==> config.mk <==
export PLATFORM = sky130hd
export DESIGN_NAME = contact_speed_mode_select
export DESIGN_NICKNAME = d
export VERILOG_FILES = /design/src/rtl/csms_pkg.sv /design/src/rtl/sel_if.sv /design/src/rtl/contact_speed_mode_select.sv /design/src/rtl/contact_sync.sv /design/src/rtl/pulse_gate.sv
export SDC_FILE = /design/constraint.sdc
export NUM_CORES = 1
export LEC_CHECK = 0
export BUFFER_PORTS_ARGS = -buffer_cell sky130_fd_sc_hd__buf_2
export CORE_ASPECT_RATIO = 1.5
export CORE_MARGIN = 2
export CORE_UTILIZATION = 40
export CTS_CLUSTER_DIAMETER = 100
export DETAILED_ROUTE_END_ITERATION = 16
export HOLD_SLACK_MARGIN = 0.1
export PLACE_DENSITY = 0.69
export SETUP_SLACK_MARGIN = 0.15
export SLEW_MARGIN = 40
export SYNTH_ARGS = -nofsm -noshare
export SYNTH_HDL_FRONTEND = slang
export SYNTH_SLANG_ARGS = --single-unit
==> constraint.sdc <==
create_clock -name clock_i -period 2.7 [get_ports clock_i]
set_input_delay 0.135 -clock clock_i [delete_from_list [all_inputs] [get_ports clock_i]]
set_output_delay 0.135 -clock clock_i [all_outputs]
set_load 0.01 [all_outputs]
==> src/rtl/csms_pkg.sv <==
// Constants, register map and enumerations for the contact speed and mode selector.
// Assumes a single 100 MHz clock and Avalon-MM register access with 32-bit words.
package csms_pkg;

	// ------------------------------------------------------------
	// Timing
	// ------------------------------------------------------------
	localparam int CLK_MHZ         = 100;
	localparam int SELECT_DELAY_US = 2000;
	localparam int SYNC_STAGES     = 2;
	// Longest delay rounds down; sync stages and output register come off the budget
	localparam int SETTLE_CYCLES   = SELECT_DELAY_US * CLK_MHZ - SYNC_STAGES - 3;

	// ------------------------------------------------------------
	// Register map (byte addresses)
	// ------------------------------------------------------------
	localparam int          ADDR_W      = 5;
	localparam logic [4:0]  OFS_CONTROL = 5'h00;
	localparam logic [4:0]  OFS_STATUS  = 5'h04;
	localparam logic [4:0]  OFS_SPEED1  = 5'h08;
	localparam logic [4:0]  OFS_SPEED2  = 5'h0C;
	localparam logic [4:0]  OFS_SPEED3  = 5'h10;

	// Control fields
	localparam int          CTL_METHOD_LSB = 0;
	localparam int          CTL_USAGE_LSB  = 4;
	localparam logic [3:0]  METHOD_RST     = 4'h0;
	localparam logic [1:0]  USAGE_RST      = 2'h0;

	// Preset speeds in rpm
	localparam int          SPEED_W    = 14;
	localparam logic [13:0] SPEED1_RST = 14'h0064;
	localparam logic [13:0] SPEED2_RST = 14'h00C8;
	localparam logic [13:0] SPEED3_RST = 14'h012C;

	// Status fields
	localparam int ST_DIR     = 0;
	localparam int ST_SRC_LSB = 1;
	localparam int ST_LOOP_LSB = 4;
	localparam int ST_BLOCKED = 6;
	localparam int ST_PMODE   = 7;
	localparam int ST_ZCLAMP  = 8;
	localparam int ST_INHIBIT = 9;
	localparam int ST_FLIM    = 10;
	localparam int ST_RLIM    = 11;
	localparam int ST_SOFT    = 12;
	localparam int ST_USAGE_LSB = 13;

	// ------------------------------------------------------------
	// Control method settings
	// ------------------------------------------------------------
	localparam logic [3:0] CM_SPEED       = 4'h0;
	localparam logic [3:0] CM_POSITION    = 4'h1;
	localparam logic [3:0] CM_TORQUE      = 4'h2;
	localparam logic [3:0] CM_CS_STOP     = 4'h3;
	localparam logic [3:0] CM_CS_ANALOG   = 4'h4;
	localparam logic [3:0] CM_CS_PULSE    = 4'h5;
	localparam logic [3:0] CM_CS_TORQUE   = 4'h6;
	localparam logic [3:0] CM_POS_SPD     = 4'h7;
	localparam logic [3:0] CM_POS_TRQ     = 4'h8;
	localparam logic [3:0] CM_TRQ_SPD     = 4'h9;
	localparam logic [3:0] CM_SPD_ZCLAMP  = 4'hA;
	localparam logic [3:0] CM_POS_INHIBIT = 4'hB;

	typedef enum logic [1:0] {
		LOOP_SPEED,
		LOOP_POSITION,
		LOOP_TORQUE
	} loop_e;

	typedef enum logic [2:0] {
		SRC_ZERO,
		SRC_ANALOG_SPEED,
		SRC_PULSE,
		SRC_ANALOG_TORQUE,
		SRC_PRESET1,
		SRC_PRESET2,
		SRC_PRESET3
	} src_e;

	typedef enum logic {
		GATE_OPEN,
		GATE_BLOCKED
	} gate_e;

	function automatic logic is_contact_speed(input logic [3:0] m);
		return (m == CM_CS_STOP) || (m == CM_CS_ANALOG) ||
		       (m == CM_CS_PULSE) || (m == CM_CS_TORQUE);
	endfunction

	function automatic logic is_preset(input src_e s);
		return (s == SRC_PRESET1) || (s == SRC_PRESET2) || (s == SRC_PRESET3);
	endfunction

endpackage

==> src/rtl/sel_if.sv <==
// Carrier between the selector top, its contact synchroniser and its pulse gate.
// Assumes all three parties run on the same clock.
`timescale 1ns/1ps
`default_nettype none

interface sel_if;
	logic multi_function_on;
	logic speed_a_on;
	logic speed_b_on;
	logic enter_pulse;
	logic motor_running;
	logic positioning_complete;
	logic pulse_in;
	logic pulse_mode;
	logic pulse_out;
	logic blocked;

	modport sync_mp (
		output multi_function_on,
		output speed_a_on,
		output speed_b_on
	);

	modport gate_mp (
		input  enter_pulse,
		input  motor_running,
		input  positioning_complete,
		input  pulse_in,
		input  pulse_mode,
		output pulse_out,
		output blocked
	);
endinterface

`default_nettype wire

==> src/rtl/contact_speed_mode_select.sv <==
// Top of the contact speed and mode selector with its Avalon-MM register slave.
// Assumes contact pins are active low and the position loop reports completion.
//
// Implementation choices: the placing of the registers and the Avalon-MM register port.
`timescale 1ns/1ps
`default_nettype none

module contact_speed_mode_select
	import csms_pkg::*;
#(
	parameter int SETTLE = SETTLE_CYCLES
) (
	// Clock and reset
	input  wire logic               clock_i,
	input  wire logic               rst_i,
	// Avalon-MM slave
	input  wire logic [ADDR_W-1:0]  avs_address_i,
	input  wire logic               avs_read_i,
	input  wire logic               avs_write_i,
	input  wire logic [31:0]        avs_writedata_i,
	input  wire logic [3:0]         avs_byteenable_i,
	output logic [31:0]             avs_readdata_o,
	output logic                    avs_waitrequest_o,
	// Contact pins, active low
	input  wire logic               multi_function_input_n_i,
	input  wire logic               speed_select_a_n_i,
	input  wire logic               speed_select_b_n_i,
	// Servo loop side
	input  wire logic               positioning_complete_i,
	input  wire logic               motor_running_i,
	input  wire logic               reference_pulse_i,
	output logic                    reference_pulse_o,
	output logic                    pulses_blocked_o,
	// Decoded operation
	output logic                    direction_reverse_o,
	output logic [1:0]              loop_mode_o,
	output logic [2:0]              speed_source_o,
	output logic [SPEED_W-1:0]      preset_speed_o,
	output logic                    soft_start_enable_o,
	output logic                    proportional_only_o,
	output logic                    zero_clamp_o,
	output logic                    inhibit_o,
	output logic                    forward_limit_input_o,
	output logic                    reverse_limit_input_o
);

	sel_if u_sel ();

	// ------------------------------------------------------------
	// Register state
	// ------------------------------------------------------------
	logic [3:0]         control_method_setting_q;
	logic [1:0]         analog_input_usage_q;
	logic [SPEED_W-1:0] preset_speed_one_q;
	logic [SPEED_W-1:0] preset_speed_two_q;
	logic [SPEED_W-1:0] preset_speed_three_q;
	logic               ack_q;
	logic [31:0]        rdata_q;
	logic               wr_go;
	logic [31:0]        ctl_new, spd_new;

	// ------------------------------------------------------------
	// Decoded state
	// ------------------------------------------------------------
	logic               dir_q, dir_d;
	loop_e              loop_q, loop_d;
	src_e               src_q, src_d;
	logic [SPEED_W-1:0] speed_q, speed_d;
	logic               soft_q, soft_d;
	logic               pmode_q, pmode_d;
	logic               zclamp_q, zclamp_d;
	logic               inhibit_q, inhibit_d;
	logic               flim_q, flim_d;
	logic               rlim_q, rlim_d;
	logic [31:0]        status;

	logic mfi;
	logic sel_a;
	logic sel_b;

	function automatic logic [31:0] merge(input logic [31:0] old_v,
	                                      input logic [31:0] new_v,
	                                      input logic [3:0]  be);
		logic [31:0] r;
		r = old_v;
		for (int i = 0; i < 4; i++) begin
			if (be[i]) begin
				r[8*i +: 8] = new_v[8*i +: 8];
			end
		end
		return r;
	endfunction

	// ------------------------------------------------------------
	// Submodules
	// ------------------------------------------------------------
	contact_sync #(
		.STAGES (SYNC_STAGES),
		.SETTLE (SETTLE)
	) u_sync (
		.clock_i                  (clock_i),
		.rst_i                    (rst_i),
		.multi_function_input_n_i (multi_function_input_n_i),
		.speed_select_a_n_i       (speed_select_a_n_i),
		.speed_select_b_n_i       (speed_select_b_n_i),
		.sel                      (u_sel.sync_mp)
	);

	pulse_gate u_gate (
		.clock_i (clock_i),
		.rst_i   (rst_i),
		.sel     (u_sel.gate_mp)
	);

	assign mfi   = u_sel.multi_function_on;
	assign sel_a = u_sel.speed_a_on;
	assign sel_b = u_sel.speed_b_on;

	// A running hop from a preset straight into pulse following arms the gate
	assign u_sel.enter_pulse   = is_preset(src_q) && (src_d == SRC_PULSE);
	assign u_sel.motor_running = motor_running_i;
	assign u_sel.positioning_complete          = positioning_complete_i;
	assign u_sel.pulse_in      = reference_pulse_i;
	assign u_sel.pulse_mode    = (src_q == SRC_PULSE);

	// ------------------------------------------------------------
	// Avalon-MM slave
	// ------------------------------------------------------------
	// One wait cycle per access; read data are latched in that wait cycle
	assign avs_waitrequest_o = (avs_read_i | avs_write_i) & ~ack_q;
	assign avs_readdata_o    = rdata_q;
	assign wr_go             = avs_write_i & ack_q;
	assign ctl_new = merge({26'h0, analog_input_usage_q, control_method_setting_q},
	                       avs_writedata_i, avs_byteenable_i);
	assign spd_new = merge(32'(avs_address_i == OFS_SPEED1 ? preset_speed_one_q :
	                           avs_address_i == OFS_SPEED2 ? preset_speed_two_q :
	                           preset_speed_three_q), avs_writedata_i, avs_byteenable_i);

	always_ff @(posedge clock_i) begin
		if (rst_i) begin
			ack_q <= 1'b0;
		end else begin
			ack_q <= (avs_read_i | avs_write_i) & ~ack_q;
		end
	end

	always_ff @(posedge clock_i) begin
		if (rst_i) begin
			rdata_q <= 32'h0000_0000;
		end else if (avs_read_i && !ack_q) begin
			case (avs_address_i)
				OFS_CONTROL: begin
					rdata_q <= {26'h0, analog_input_usage_q, control_method_setting_q};
				end
				OFS_STATUS: rdata_q <= status;
				OFS_SPEED1: rdata_q <= {18'h0, preset_speed_one_q};
				OFS_SPEED2: rdata_q <= {18'h0, preset_speed_two_q};
				OFS_SPEED3: rdata_q <= {18'h0, preset_speed_three_q};
				default:    rdata_q <= 32'h0000_0000;
			endcase
		end
	end

	always_ff @(posedge clock_i) begin
		if (rst_i) begin
			control_method_setting_q <= METHOD_RST;
			analog_input_usage_q     <= USAGE_RST;
		end else if (wr_go && avs_address_i == OFS_CONTROL) begin
			control_method_setting_q <= ctl_new[CTL_METHOD_LSB +: 4];
			analog_input_usage_q     <= ctl_new[CTL_USAGE_LSB +: 2];
		end
	end

	always_ff @(posedge clock_i) begin
		if (rst_i) begin
			preset_speed_one_q   <= SPEED1_RST;
			preset_speed_two_q   <= SPEED2_RST;
			preset_speed_three_q <= SPEED3_RST;
		end else if (wr_go) begin
			case (avs_address_i)
				OFS_SPEED1: preset_speed_one_q   <= spd_new[SPEED_W-1:0];
				OFS_SPEED2: preset_speed_two_q   <= spd_new[SPEED_W-1:0];
				OFS_SPEED3: preset_speed_three_q <= spd_new[SPEED_W-1:0];
				default: ;
			endcase
		end
	end

	always_comb begin
		status = 32'h0000_0000;
		status[ST_DIR]               = dir_q;
		status[ST_SRC_LSB +: 3]      = src_q;
		status[ST_LOOP_LSB +: 2]     = loop_q;
		status[ST_BLOCKED]           = u_sel.blocked;
		status[ST_PMODE]             = pmode_q;
		status[ST_ZCLAMP]            = zclamp_q;
		status[ST_INHIBIT]           = inhibit_q;
		status[ST_FLIM]              = flim_q;
		status[ST_RLIM]              = rlim_q;
		status[ST_SOFT]              = soft_q;
		status[ST_USAGE_LSB +: 2]    = analog_input_usage_q;
	end

	// ------------------------------------------------------------
	// Operation decode
	// ------------------------------------------------------------
	always_comb begin
		dir_d     = 1'b0;
		loop_d    = LOOP_SPEED;
		src_d     = SRC_ANALOG_SPEED;
		soft_d    = 1'b0;
		pmode_d   = 1'b0;
		zclamp_d  = 1'b0;
		inhibit_d = 1'b0;
		flim_d    = 1'b0;
		rlim_d    = 1'b0;
		if (is_contact_speed(control_method_setting_q)) begin
			dir_d = mfi;
			case ({sel_a, sel_b})
				2'b01:   src_d = SRC_PRESET1;
				2'b11:   src_d = SRC_PRESET2;
				2'b10:   src_d = SRC_PRESET3;
				default: begin
					case (control_method_setting_q)
						CM_CS_STOP:   src_d = SRC_ZERO;
						CM_CS_ANALOG: src_d = SRC_ANALOG_SPEED;
						CM_CS_PULSE:  src_d = SRC_PULSE;
						default:      src_d = SRC_ANALOG_TORQUE;
					endcase
				end
			endcase
			case (src_d)
				SRC_PULSE:         loop_d = LOOP_POSITION;
				SRC_ANALOG_TORQUE: loop_d = LOOP_TORQUE;
				default:           loop_d = LOOP_SPEED;
			endcase
			// Soft start never shapes pulse following or torque
			soft_d = (loop_d == LOOP_SPEED);
		end else begin
			flim_d = sel_a;
			rlim_d = sel_b;
			case (control_method_setting_q)
				CM_SPEED: begin
					pmode_d = mfi;
				end
				CM_POSITION: begin
					loop_d  = LOOP_POSITION;
					pmode_d = mfi;
				end
				CM_TORQUE:      loop_d = LOOP_TORQUE;
				CM_POS_SPD:     loop_d = mfi ? LOOP_SPEED : LOOP_POSITION;
				CM_POS_TRQ:     loop_d = mfi ? LOOP_TORQUE : LOOP_POSITION;
				CM_TRQ_SPD:     loop_d = mfi ? LOOP_SPEED : LOOP_TORQUE;
				CM_SPD_ZCLAMP:  zclamp_d = mfi;
				CM_POS_INHIBIT: begin
					loop_d    = LOOP_POSITION;
					inhibit_d = mfi;
				end
				default: ;
			endcase
			case (loop_d)
				LOOP_POSITION: src_d = SRC_PULSE;
				LOOP_TORQUE:   src_d = SRC_ANALOG_TORQUE;
				default:       src_d = zclamp_d ? SRC_ZERO : SRC_ANALOG_SPEED;
			endcase
		end
		case (src_d)
			SRC_PRESET1: speed_d = preset_speed_one_q;
			SRC_PRESET2: speed_d = preset_speed_two_q;
			SRC_PRESET3: speed_d = preset_speed_three_q;
			default:     speed_d = '0;
		endcase
	end

	always_ff @(posedge clock_i) begin
		if (rst_i) begin
			dir_q     <= 1'b0;
			loop_q    <= LOOP_SPEED;
			src_q     <= SRC_ANALOG_SPEED;
			speed_q   <= '0;
			soft_q    <= 1'b0;
			pmode_q   <= 1'b0;
			zclamp_q  <= 1'b0;
			inhibit_q <= 1'b0;
			flim_q    <= 1'b0;
			rlim_q    <= 1'b0;
		end else begin
			dir_q     <= dir_d;
			loop_q    <= loop_d;
			src_q     <= src_d;
			speed_q   <= speed_d;
			soft_q    <= soft_d;
			pmode_q   <= pmode_d;
			zclamp_q  <= zclamp_d;
			inhibit_q <= inhibit_d;
			flim_q    <= flim_d;
			rlim_q    <= rlim_d;
		end
	end

	assign direction_reverse_o   = dir_q;
	assign loop_mode_o           = loop_q;
	assign speed_source_o        = src_q;
	assign preset_speed_o        = speed_q;
	assign soft_start_enable_o   = soft_q;
	assign proportional_only_o   = pmode_q;
	assign zero_clamp_o          = zclamp_q;
	assign inhibit_o             = inhibit_q;
	assign forward_limit_input_o = flim_q;
	assign reverse_limit_input_o = rlim_q;
	assign reference_pulse_o     = u_sel.pulse_out;
	assign pulses_blocked_o      = u_sel.blocked;

endmodule

`default_nettype wire

==> src/rtl/contact_sync.sv <==
// Contact synchroniser: inverts the active-low pins and filters the speed selects.
// Assumes pins may change at any time; a selection is taken once it has settled.
`timescale 1ns/1ps
`default_nettype none

module contact_sync
	import csms_pkg::*;
#(
	parameter int STAGES = SYNC_STAGES,
	parameter int SETTLE = SETTLE_CYCLES
) (
	// Clock and reset
	input  wire logic clock_i,
	input  wire logic rst_i,
	// Active-low contact pins
	input  wire logic multi_function_input_n_i,
	input  wire logic speed_select_a_n_i,
	input  wire logic speed_select_b_n_i,
	// Decoded contact levels
	sel_if.sync_mp    sel
);

	localparam int CNT_W = $clog2(SETTLE + 1);

	generate
		if (STAGES < 2 || SETTLE < 1) begin : g_bad
			$error("contact_sync: STAGES below 2 or SETTLE below 1");
		end
	endgenerate

	logic [2:0]       sync_q [STAGES];
	logic [2:0]       synced;
	logic [1:0]       cand_q;
	logic [1:0]       taken_q;
	logic             mfi_q;
	logic [CNT_W-1:0] cnt_q;

	// ------------------------------------------------------------
	// Synchroniser chain
	// ------------------------------------------------------------
	// Low pin means ON, so the chain carries the inverted level
	always_ff @(posedge clock_i) begin
		if (rst_i) begin
			for (int i = 0; i < STAGES; i++) begin
				sync_q[i] <= 3'h0;
			end
		end else begin
			sync_q[0] <= ~{multi_function_input_n_i, speed_select_a_n_i,
			               speed_select_b_n_i};
			for (int i = 1; i < STAGES; i++) begin
				sync_q[i] <= sync_q[i-1];
			end
		end
	end

	assign synced = sync_q[STAGES-1];

	// ------------------------------------------------------------
	// Settle filter on the speed selects
	// ------------------------------------------------------------
	// Both bits move as a pair, so a skewed edge never shows a third speed
	always_ff @(posedge clock_i) begin
		if (rst_i) begin
			cand_q  <= 2'h0;
			taken_q <= 2'h0;
			cnt_q   <= '0;
		end else if (synced[1:0] != cand_q) begin
			cand_q <= synced[1:0];
			cnt_q  <= '0;
		end else if (cand_q != taken_q) begin
			if (cnt_q == CNT_W'(SETTLE)) begin
				taken_q <= cand_q;
				cnt_q   <= '0;
			end else begin
				cnt_q <= cnt_q + CNT_W'(1);
			end
		end else begin
			cnt_q <= '0;
		end
	end

	always_ff @(posedge clock_i) begin
		if (rst_i) begin
			mfi_q <= 1'b0;
		end else begin
			mfi_q <= synced[2];
		end
	end

	assign sel.multi_function_on = mfi_q;
	assign sel.speed_a_on        = taken_q[1];
	assign sel.speed_b_on        = taken_q[0];

endmodule

`default_nettype wire

==> src/rtl/pulse_gate.sv <==
// Reference pulse gate: holds pulses off after a running change from a preset speed into pulse mode.
// Assumes positioning complete comes from the position loop on the same clock.
`timescale 1ns/1ps
`default_nettype none

module pulse_gate
	import csms_pkg::*;
(
	// Clock and reset
	input  wire logic clock_i,
	input  wire logic rst_i,
	// Gate signals
	sel_if.gate_mp    sel
);

	gate_e state_q;
	logic  block_now;
	logic  pulse_q;

	assign block_now = sel.enter_pulse & sel.motor_running;

	// ------------------------------------------------------------
	// Gate state
	// ------------------------------------------------------------
	// A fresh entry beats a completion seen in the same cycle
	always_ff @(posedge clock_i) begin
		if (rst_i) begin
			state_q <= GATE_OPEN;
		end else begin
			case (state_q)
				GATE_OPEN: begin
					if (block_now) begin
						state_q <= GATE_BLOCKED;
					end
				end
				GATE_BLOCKED: begin
					if (block_now) begin
						state_q <= GATE_BLOCKED;
					end else if (sel.positioning_complete || !sel.pulse_mode) begin
						state_q <= GATE_OPEN;
					end
				end
				default: state_q <= GATE_OPEN;
			endcase
		end
	end

	always_ff @(posedge clock_i) begin
		if (rst_i) begin
			pulse_q <= 1'b0;
		end else begin
			pulse_q <= sel.pulse_in & sel.pulse_mode & ~block_now &
			           (state_q == GATE_OPEN);
		end
	end

	assign sel.pulse_out = pulse_q;
	assign sel.blocked   = (state_q == GATE_BLOCKED);

endmodule

`default_nettype wire

==> impl_metrics.tcl, run 1 <==
set metrics [dict create \
    period_share_pct 84.3 \
    wl_met1_mm 6.51 \
    die_width_microns 102 \
    max_freq_mhz 440 \
    grt_first_pass_wirelength_mm 26.0 \
    ys_seq_elements 121 \
    final_core_util_pct 50.5 \
    hold_class "in -> reg" \
    place.gp.congestion 0.888 \
    arrival_ps 2630 \
    path_class "reg -> reg" \
    cts.clk_slew.worst_paths_ps 60 \
    r2r_slack_ps 430 \
    drcViolationCount 0 \
    row_count 53 \
    fin_crit_ps 2270 \
    report.final.slew_viol_count 0 \
    min_from "motor_running_i" \
    finClkSkew_ps 8.58 \
    ys_seq_area_share_pct 41.9 \
    cap_violations 0 \
    nFillCells 1323 \
    via_count 5234 \
    ys_top_cells_by_area "dfxtp_1 (42%), mux2i_1 (7.6%), nor2_1 (5.8%)" \
    drt_iter0_drc 375 \
    critPathMaxFanout 14 \
    drt_wl_total_mm 16.5 \
    cts-root-buf "clkbuf_16" \
    synth_edf_count 0 \
    die_height_microns 151 \
    die-area_sq_um 15400 \
    synth.avg_cell_area_sq_um 9.00 \
    wire_per_inst_microns 17.7 \
    htreeDepth 4 \
    clock_latency_ps 420 \
    cts_tree "built" \
    multi_input_area_sq_um 3040 \
    grt_usage_pct 21.7 \
    synthesis.area_sq_um 5780 \
    seqCellArea_sq_um 2420 \
    diodes 0 \
    finalHoldViolations 0 \
    final_critical_path_setup_slack_ps 425 \
    tns_ps 0 \
    synth_most_common_cell "dfxtp_1" \
    first_global_vias 5193 \
    synth_ff_type "dfxtp_1" \
    relSlewSlack_pct 53.7 \
    dr.pass1.iters 7 \
    end_kind "flip-flop" \
    grt_max_degree 54 \
    hpwl_mm 11.5 \
    fin_nets 780 \
    port_buffers 74 \
    drtAntennaViolNets 0 \
    dr_wl_met2_mm 8.40 \
    cts_made_buffers 17 \
    final_area_sq_um 7100 \
    setup_viol 0 \
    worstMarginPinSlew_ps 689 \
    dp_slack_ps 481 \
    power.leakage_uw 0.00281 \
    cts_resized 0 \
    async_flop_share_pct 0 \
    ys_types 70 \
    grt_antenna_before_repair 0 \
    clock_sinks 121 \
    synth_common_cells "dfxtp_1 (121), nor2_1 (89), mux2i_1 (44), nand2_1 (33), clkbuf_1 (30)" \
    peakVddDrop_mv 0.415 \
    critPathLaunch "control_method_setting_q[1]" \
    rsz0062_at_grt "no" \
    initial_core_util_pct 41.1 \
    core_area_sq_um 14100 \
    yosysTopAreaCellShare_pct 41.9 \
    startpoint_type "flip-flop" \
    required_ps 3050 \
    power_density_nw_per_um2 619 \
    io-pin-count 112 \
    dpl_cell_area_sq_um 6290 \
    power_uw 4390 \
    top_layer_used "met4" \
    overflow 0 \
    cts.path.max_buffers 2 \
    yosysTopAreaCell "dfxtp_1" \
    yosys_warnings 0 \
    area_delta_synth_final_pct 22.8 \
    dr_wl_met3_mm 1.00 \
    outcome "finished clean" \
    layout-drive-gt1-share_pct 19.3 \
    netlist_instances 642 \
    r2r_start "control_method_setting_q[1]" \
    vias_per_cell 5.62 \
]
layout make-up:
cell class              count  area share [%]
multi-input cells         458            42.9
flip-flops and latches    121            34.1
repair buffers            111            9.98
clock buffers              17            5.99
well taps                 192            3.38
clock inverters            15            2.70
inverters                  18           0.952
timing repair:
| item | CTS | global route |
|---|---|---|
| hold endpoints to repair | 26 | 0 |
| setup buffers | 0 | 0 |
| hold buffers | 19 | 0 |
metrics by stage:
step           std cells  hold slack [ps]
2_1_floorplan        658              202
3_3_place_gp         881              290
3_5_place_dp         881              296
4_1_cts              932              132
5_1_grt              932              168
6_report             932              148
where the power goes:
| group | switching [uW] | leakage (uW) | internal, uW | total (uW) |
|---|---|---|---|---|
| registers | 8.08 | 0.000977 | 1800 | 1800 |
| clock network | 897 | 0.000297 | 1470 | 2370 |
| logic | 140 | 0.00153 | 80.0 | 220 |
logic make-up after synthesis:
group	synth area share [%]
AOI/OAI and AO/OA	17.4
xor gates and xnor gates	2.58
adders and majority gates	0.433
buffers and inverters	6.73
DFF	41.9
muxes	8.01
other	0.0649
and+or+nand+nor	22.9
layout by cell type, fill, tap and decap left out, types with 12 or more instances in the layout:
| cell | n |
|---|---|
| dfxtp_1 | 121 |
| nor2_1 | 89 |
| buf_2 | 74 |
| mux2i_1 | 44 |
| nand2_1 | 33 |
| and3_1 | 25 |
| a211oi_1 | 22 |
| a221o_1 | 19 |
| dlygate4sd3_1 | 19 |
| inv_1 | 18 |
| o21ai_0 | 18 |
| conb_1 | 17 |
| clkbuf_16 | 17 |
| buf_4 | 17 |
| nand3_1 | 15 |
| xnor2_1 | 13 |
| nor3_1 | 12 |
| a21oi_1 | 12 |
routing by layer:
layer	up-vias	GRT usage [%]
li1	2472	-
met1	2518	24.8
met2	203	37.0
met3	41	4.38
met4	0	12.9
met5	-	0
critical path, cell delays in order (launching register included):
cell and delay [ps]:
dfxtp_1 590, inv_1 160, mux2_2 300, o22a_1 200
nor2_1 140, ha_1 300, and4b_1 220, a21oi_1 130
o21ai_0 90, nand2_1 90
flip-flops by register name, indices dropped and copies added, names as in the netlist, 2 cells and up:
register	count
analog_input_usage_q	2
avs_readdata_o	15
control_method_setting_q	4
loop_mode_o	2
preset_speed_o	14
preset_speed_one_q	14
preset_speed_three_q	14
preset_speed_two_q	14
speed_source_o	3
u_sync.cand_q	2
u_sync.cnt_q	18
u_sync.sync_q	6
u_sync.taken_q	2
final timing paths:
check	end	cells after the start
worst max-delay path	speed_source_o[0]	9
worst min-delay path	u_gate.sel.blocked	4
worst max register to register	speed_source_o[0]	9
worst min register to register	u_sync.sync_q[0][3]	1
(Power assumes the default switching activity.)
==> run 2: changes to the inputs <==
Settings changed: ABC_AREA set to 1.
Clock period 2.7 ns to 2.11 ns, I/O delays scaled along.
==> impl_metrics.tcl, run 2 <==
set metrics [dict create \
    hold_class "in -> reg" \
    drcViolationCount 0 \
    clock_sinks 121 \
    ys_seq_elements 121 \
    grt_max_degree 41 \
    dr.pass1.iters 7 \
    ys_top_cells_by_area "dfxtp_1 (42%), nand2_1 (10%), o21ai_0 (6.8%)" \
    setup_viol 0 \
    io-pin-count 112 \
    die-area_sq_um 15500 \
    finalHoldViolations 0 \
    yosysTopAreaCellShare_pct 41.7 \
    fin_crit_ps 2110 \
    ys_types 38 \
    p_sw_uw 1270 \
    overflow 0 \
    port_buffers 74 \
    diodes 0 \
    tns_ps 0 \
    path_class "reg -> reg" \
    cts_made_buffers 17 \
    async_flop_share_pct 0 \
    hold-path-endpoint "analog_input_usage_q[1]" \
    cts_tree "built" \
    p_int_uw 4420 \
    final_cell_mix "nand2_1 (153), dfxtp_1 (117), o21ai_0 (77), a21oi_1 (75), buf_2 (74)" \
    min_from "avs_byteenable_i[0]" \
    die_width_microns 102 \
    via_count 5757 \
    die_height_microns 152 \
    report.final.slew_viol_count 0 \
    layout-drive-gt1-share_pct 25.6 \
    cp_num_buf_inv 10 \
    drt_wl_total_mm 16.7 \
    critical-path-max-stage-delay_ps 370 \
    r2r_end "loop_mode_o[1]" \
    synth_common_cells "nand2_1 (159), dfxtp_1 (121), nor2_1 (83), o21ai_0 (79), a21oi_1 (76)" \
    netlist_instances 816 \
    largest_register_ffs 18 \
    crit_chain "inv_4, nor2_4, a32oi_2, o21ai_4, buf_4, buf_6, buf_4, buf_4, buf_4, buf_4, buf_6, buf_6, buf_6, nand2_2, o21ai_2" \
    drtAntennaViolNets 0 \
    synth_most_common_cell "nand2_1" \
    cp_slowest_cell "dfxtp_4" \
    drt_iter0_drc 333 \
    dp_slack_ps -77.4 \
    synth.avg_cell_area_sq_um 7.12 \
    cts.path.max_buffers 2 \
    top_register "u_sync.cnt_q" \
    r2r_start "control_method_setting_q[3]" \
    swShare_pct 22.3 \
    synthesis.area_sq_um 5810 \
    startpoint_type "flip-flop" \
    first_global_vias 5265 \
    fin_nets 1004 \
    path_depth 15 \
    rsz0062_at_grt "yes" \
    outcome "finished clean" \
    initial_core_util_pct 41.1 \
    max_freq_mhz 474 \
    htreeDepth 4 \
    worstRegToRegCells 15 \
    power.leakage_uw 0.00332 \
    min_path_cells 5 \
    synth_edf_count 0 \
    cts.clk_slew.worst_paths_ps 60 \
    path_common_cell "buf_4" \
    whs_ps 203 \
    clock_latency_ps 420 \
    final_area_sq_um 7710 \
    area_delta_synth_final_pct 32.8 \
    finClkSkew_ps 16.8 \
    grt_first_pass_wirelength_mm 25.5 \
    end_kind "flip-flop" \
    hpwl_mm 11.5 \
    final_common_cell "nand2_1" \
    pwr-share-comb_pct 4.7 \
    r2r_slack_ps 0.02 \
    power_uw 5680 \
    final_critical_path_setup_slack_ps 0.0187 \
    period_share_pct 100 \
    core_area_sq_um 14100 \
    ys_seq_area_share_pct 41.7 \
    peakVddDrop_mv 0.477 \
    synth_ff_type "dfxtp_1" \
    grt_antenna_before_repair 0 \
    critPathMaxFanout 4 \
    grt_usage_pct 21.4 \
    vias_per_cell 4.98 \
    worstMarginPinSlew_ps 582 \
    crit_family "buffers and inverters" \
    yosysTopAreaCell "dfxtp_1" \
    wire_per_inst_microns 14.5 \
    row_count 53 \
    arrival_ps 2400 \
    yosys_warnings 0 \
    cts-root-buf "clkbuf_16" \
    place.gp.congestion 0.926 \
    relSlewSlack_pct 60.8 \
    power_frac_clock_pct 54.7 \
    cap_violations 0 \
    p_seq_share_pct 40.6 \
    required_ps 2400 \
    power_density_nw_per_um2 737 \
    dpl_cell_area_sq_um 6540 \
]
-- run 2: cell count changes after synthesis, sizes merged, moves of 22 or more --
| cell | delta |
|---|---|
| inv | +65 |
| nand3 | +51 |
| a211oi | -22 |
| a21oi | +63 |
| and3 | -25 |
| mux2i | -44 |
| o21ai | +90 |
| nand2 | +134 |
-- run 2: worst reg2reg max path: stages, from the launching register on --
cell and delay [ps]:
dfxtp_4 370, inv_4 70, nor2_4 50, a32oi_2 240, o21ai_4 100, buf_4 150, buf_6 100, buf_4 110
buf_4 120, buf_4 120, buf_4 120, buf_6 110, buf_6 110, buf_6 100, nand2_2 50, o21ai_2 70
-- run 2: cells by family after synthesis --
group,after synthesis,share of synthesized area [%]
xor+xnor,10,1.51
simple gates,359,29.0
other cells,1,0.0646
buf+inv,134,10.7
flops,121,41.7
compound gates,189,16.6
fa+ha+maj,2,0.431
-- run 2: metrics by stage --
step                utilization [%]  cells
global placement               46.3   1090
floorplan                         -    832
CTS                            53.1   1153
detailed placement             46.3   1090
global route                   54.6   1156
finish                         54.6   1156
-- run 2: final cells by class --
type | instances | area [sq um]
fillers | 1346 | 6410
multi-input cells | 577 | 3000
flip-flops and latches | 121 | 2430
repair buffers | 151 | 1090
clock buffers | 19 | 443
inverters | 83 | 314
well taps | 192 | 240
clock inverters | 13 | 193
-- run 2: worst max path at each step --
stage	startpoint	endpoint
after floorplan	control_method_setting_q[3]	preset_speed_o[10]
after global placement	control_method_setting_q[0]	preset_speed_o[1]
after detailed placement	control_method_setting_q[0]	preset_speed_o[1]
after CTS	control_method_setting_q[3]	preset_speed_o[10]
after global routing	control_method_setting_q[2]	preset_speed_o[11]
final	control_method_setting_q[3]	loop_mode_o[1]
-- run 2: what timing repair did --
action | 4_1_cts | 5_1_grt
endpoints found under the setup margin | 15 | 17
setup buffers | 8 | 2
cloned | 0 | 1
hold buffers | 23 | 0
gates resized for setup | 14 | 44
pin swaps | 10 | 8
hold endpoints to repair | 55 | 0
-- run 2: power by group through the flow --
stage	combinational [uW]	sequential, uW	clock [uW]
detailed placement	224	2360	0
finish	265	2310	3110
CTS	258	2310	3140
global route	293	2310	3240
floorplan	153	2360	0
global placement	223	2360	0
-- run 2: layer usage --
layer	part of all wire (%)	global-route usage [%]	wire, microns	vias up
li1	-	-	-	2895
met1	39	24.1	6600	2631
met2	52	37.2	8690	180
met3	4.3	3.99	721	51
met4	4.4	12.3	735	0
met5	0	0	0	-
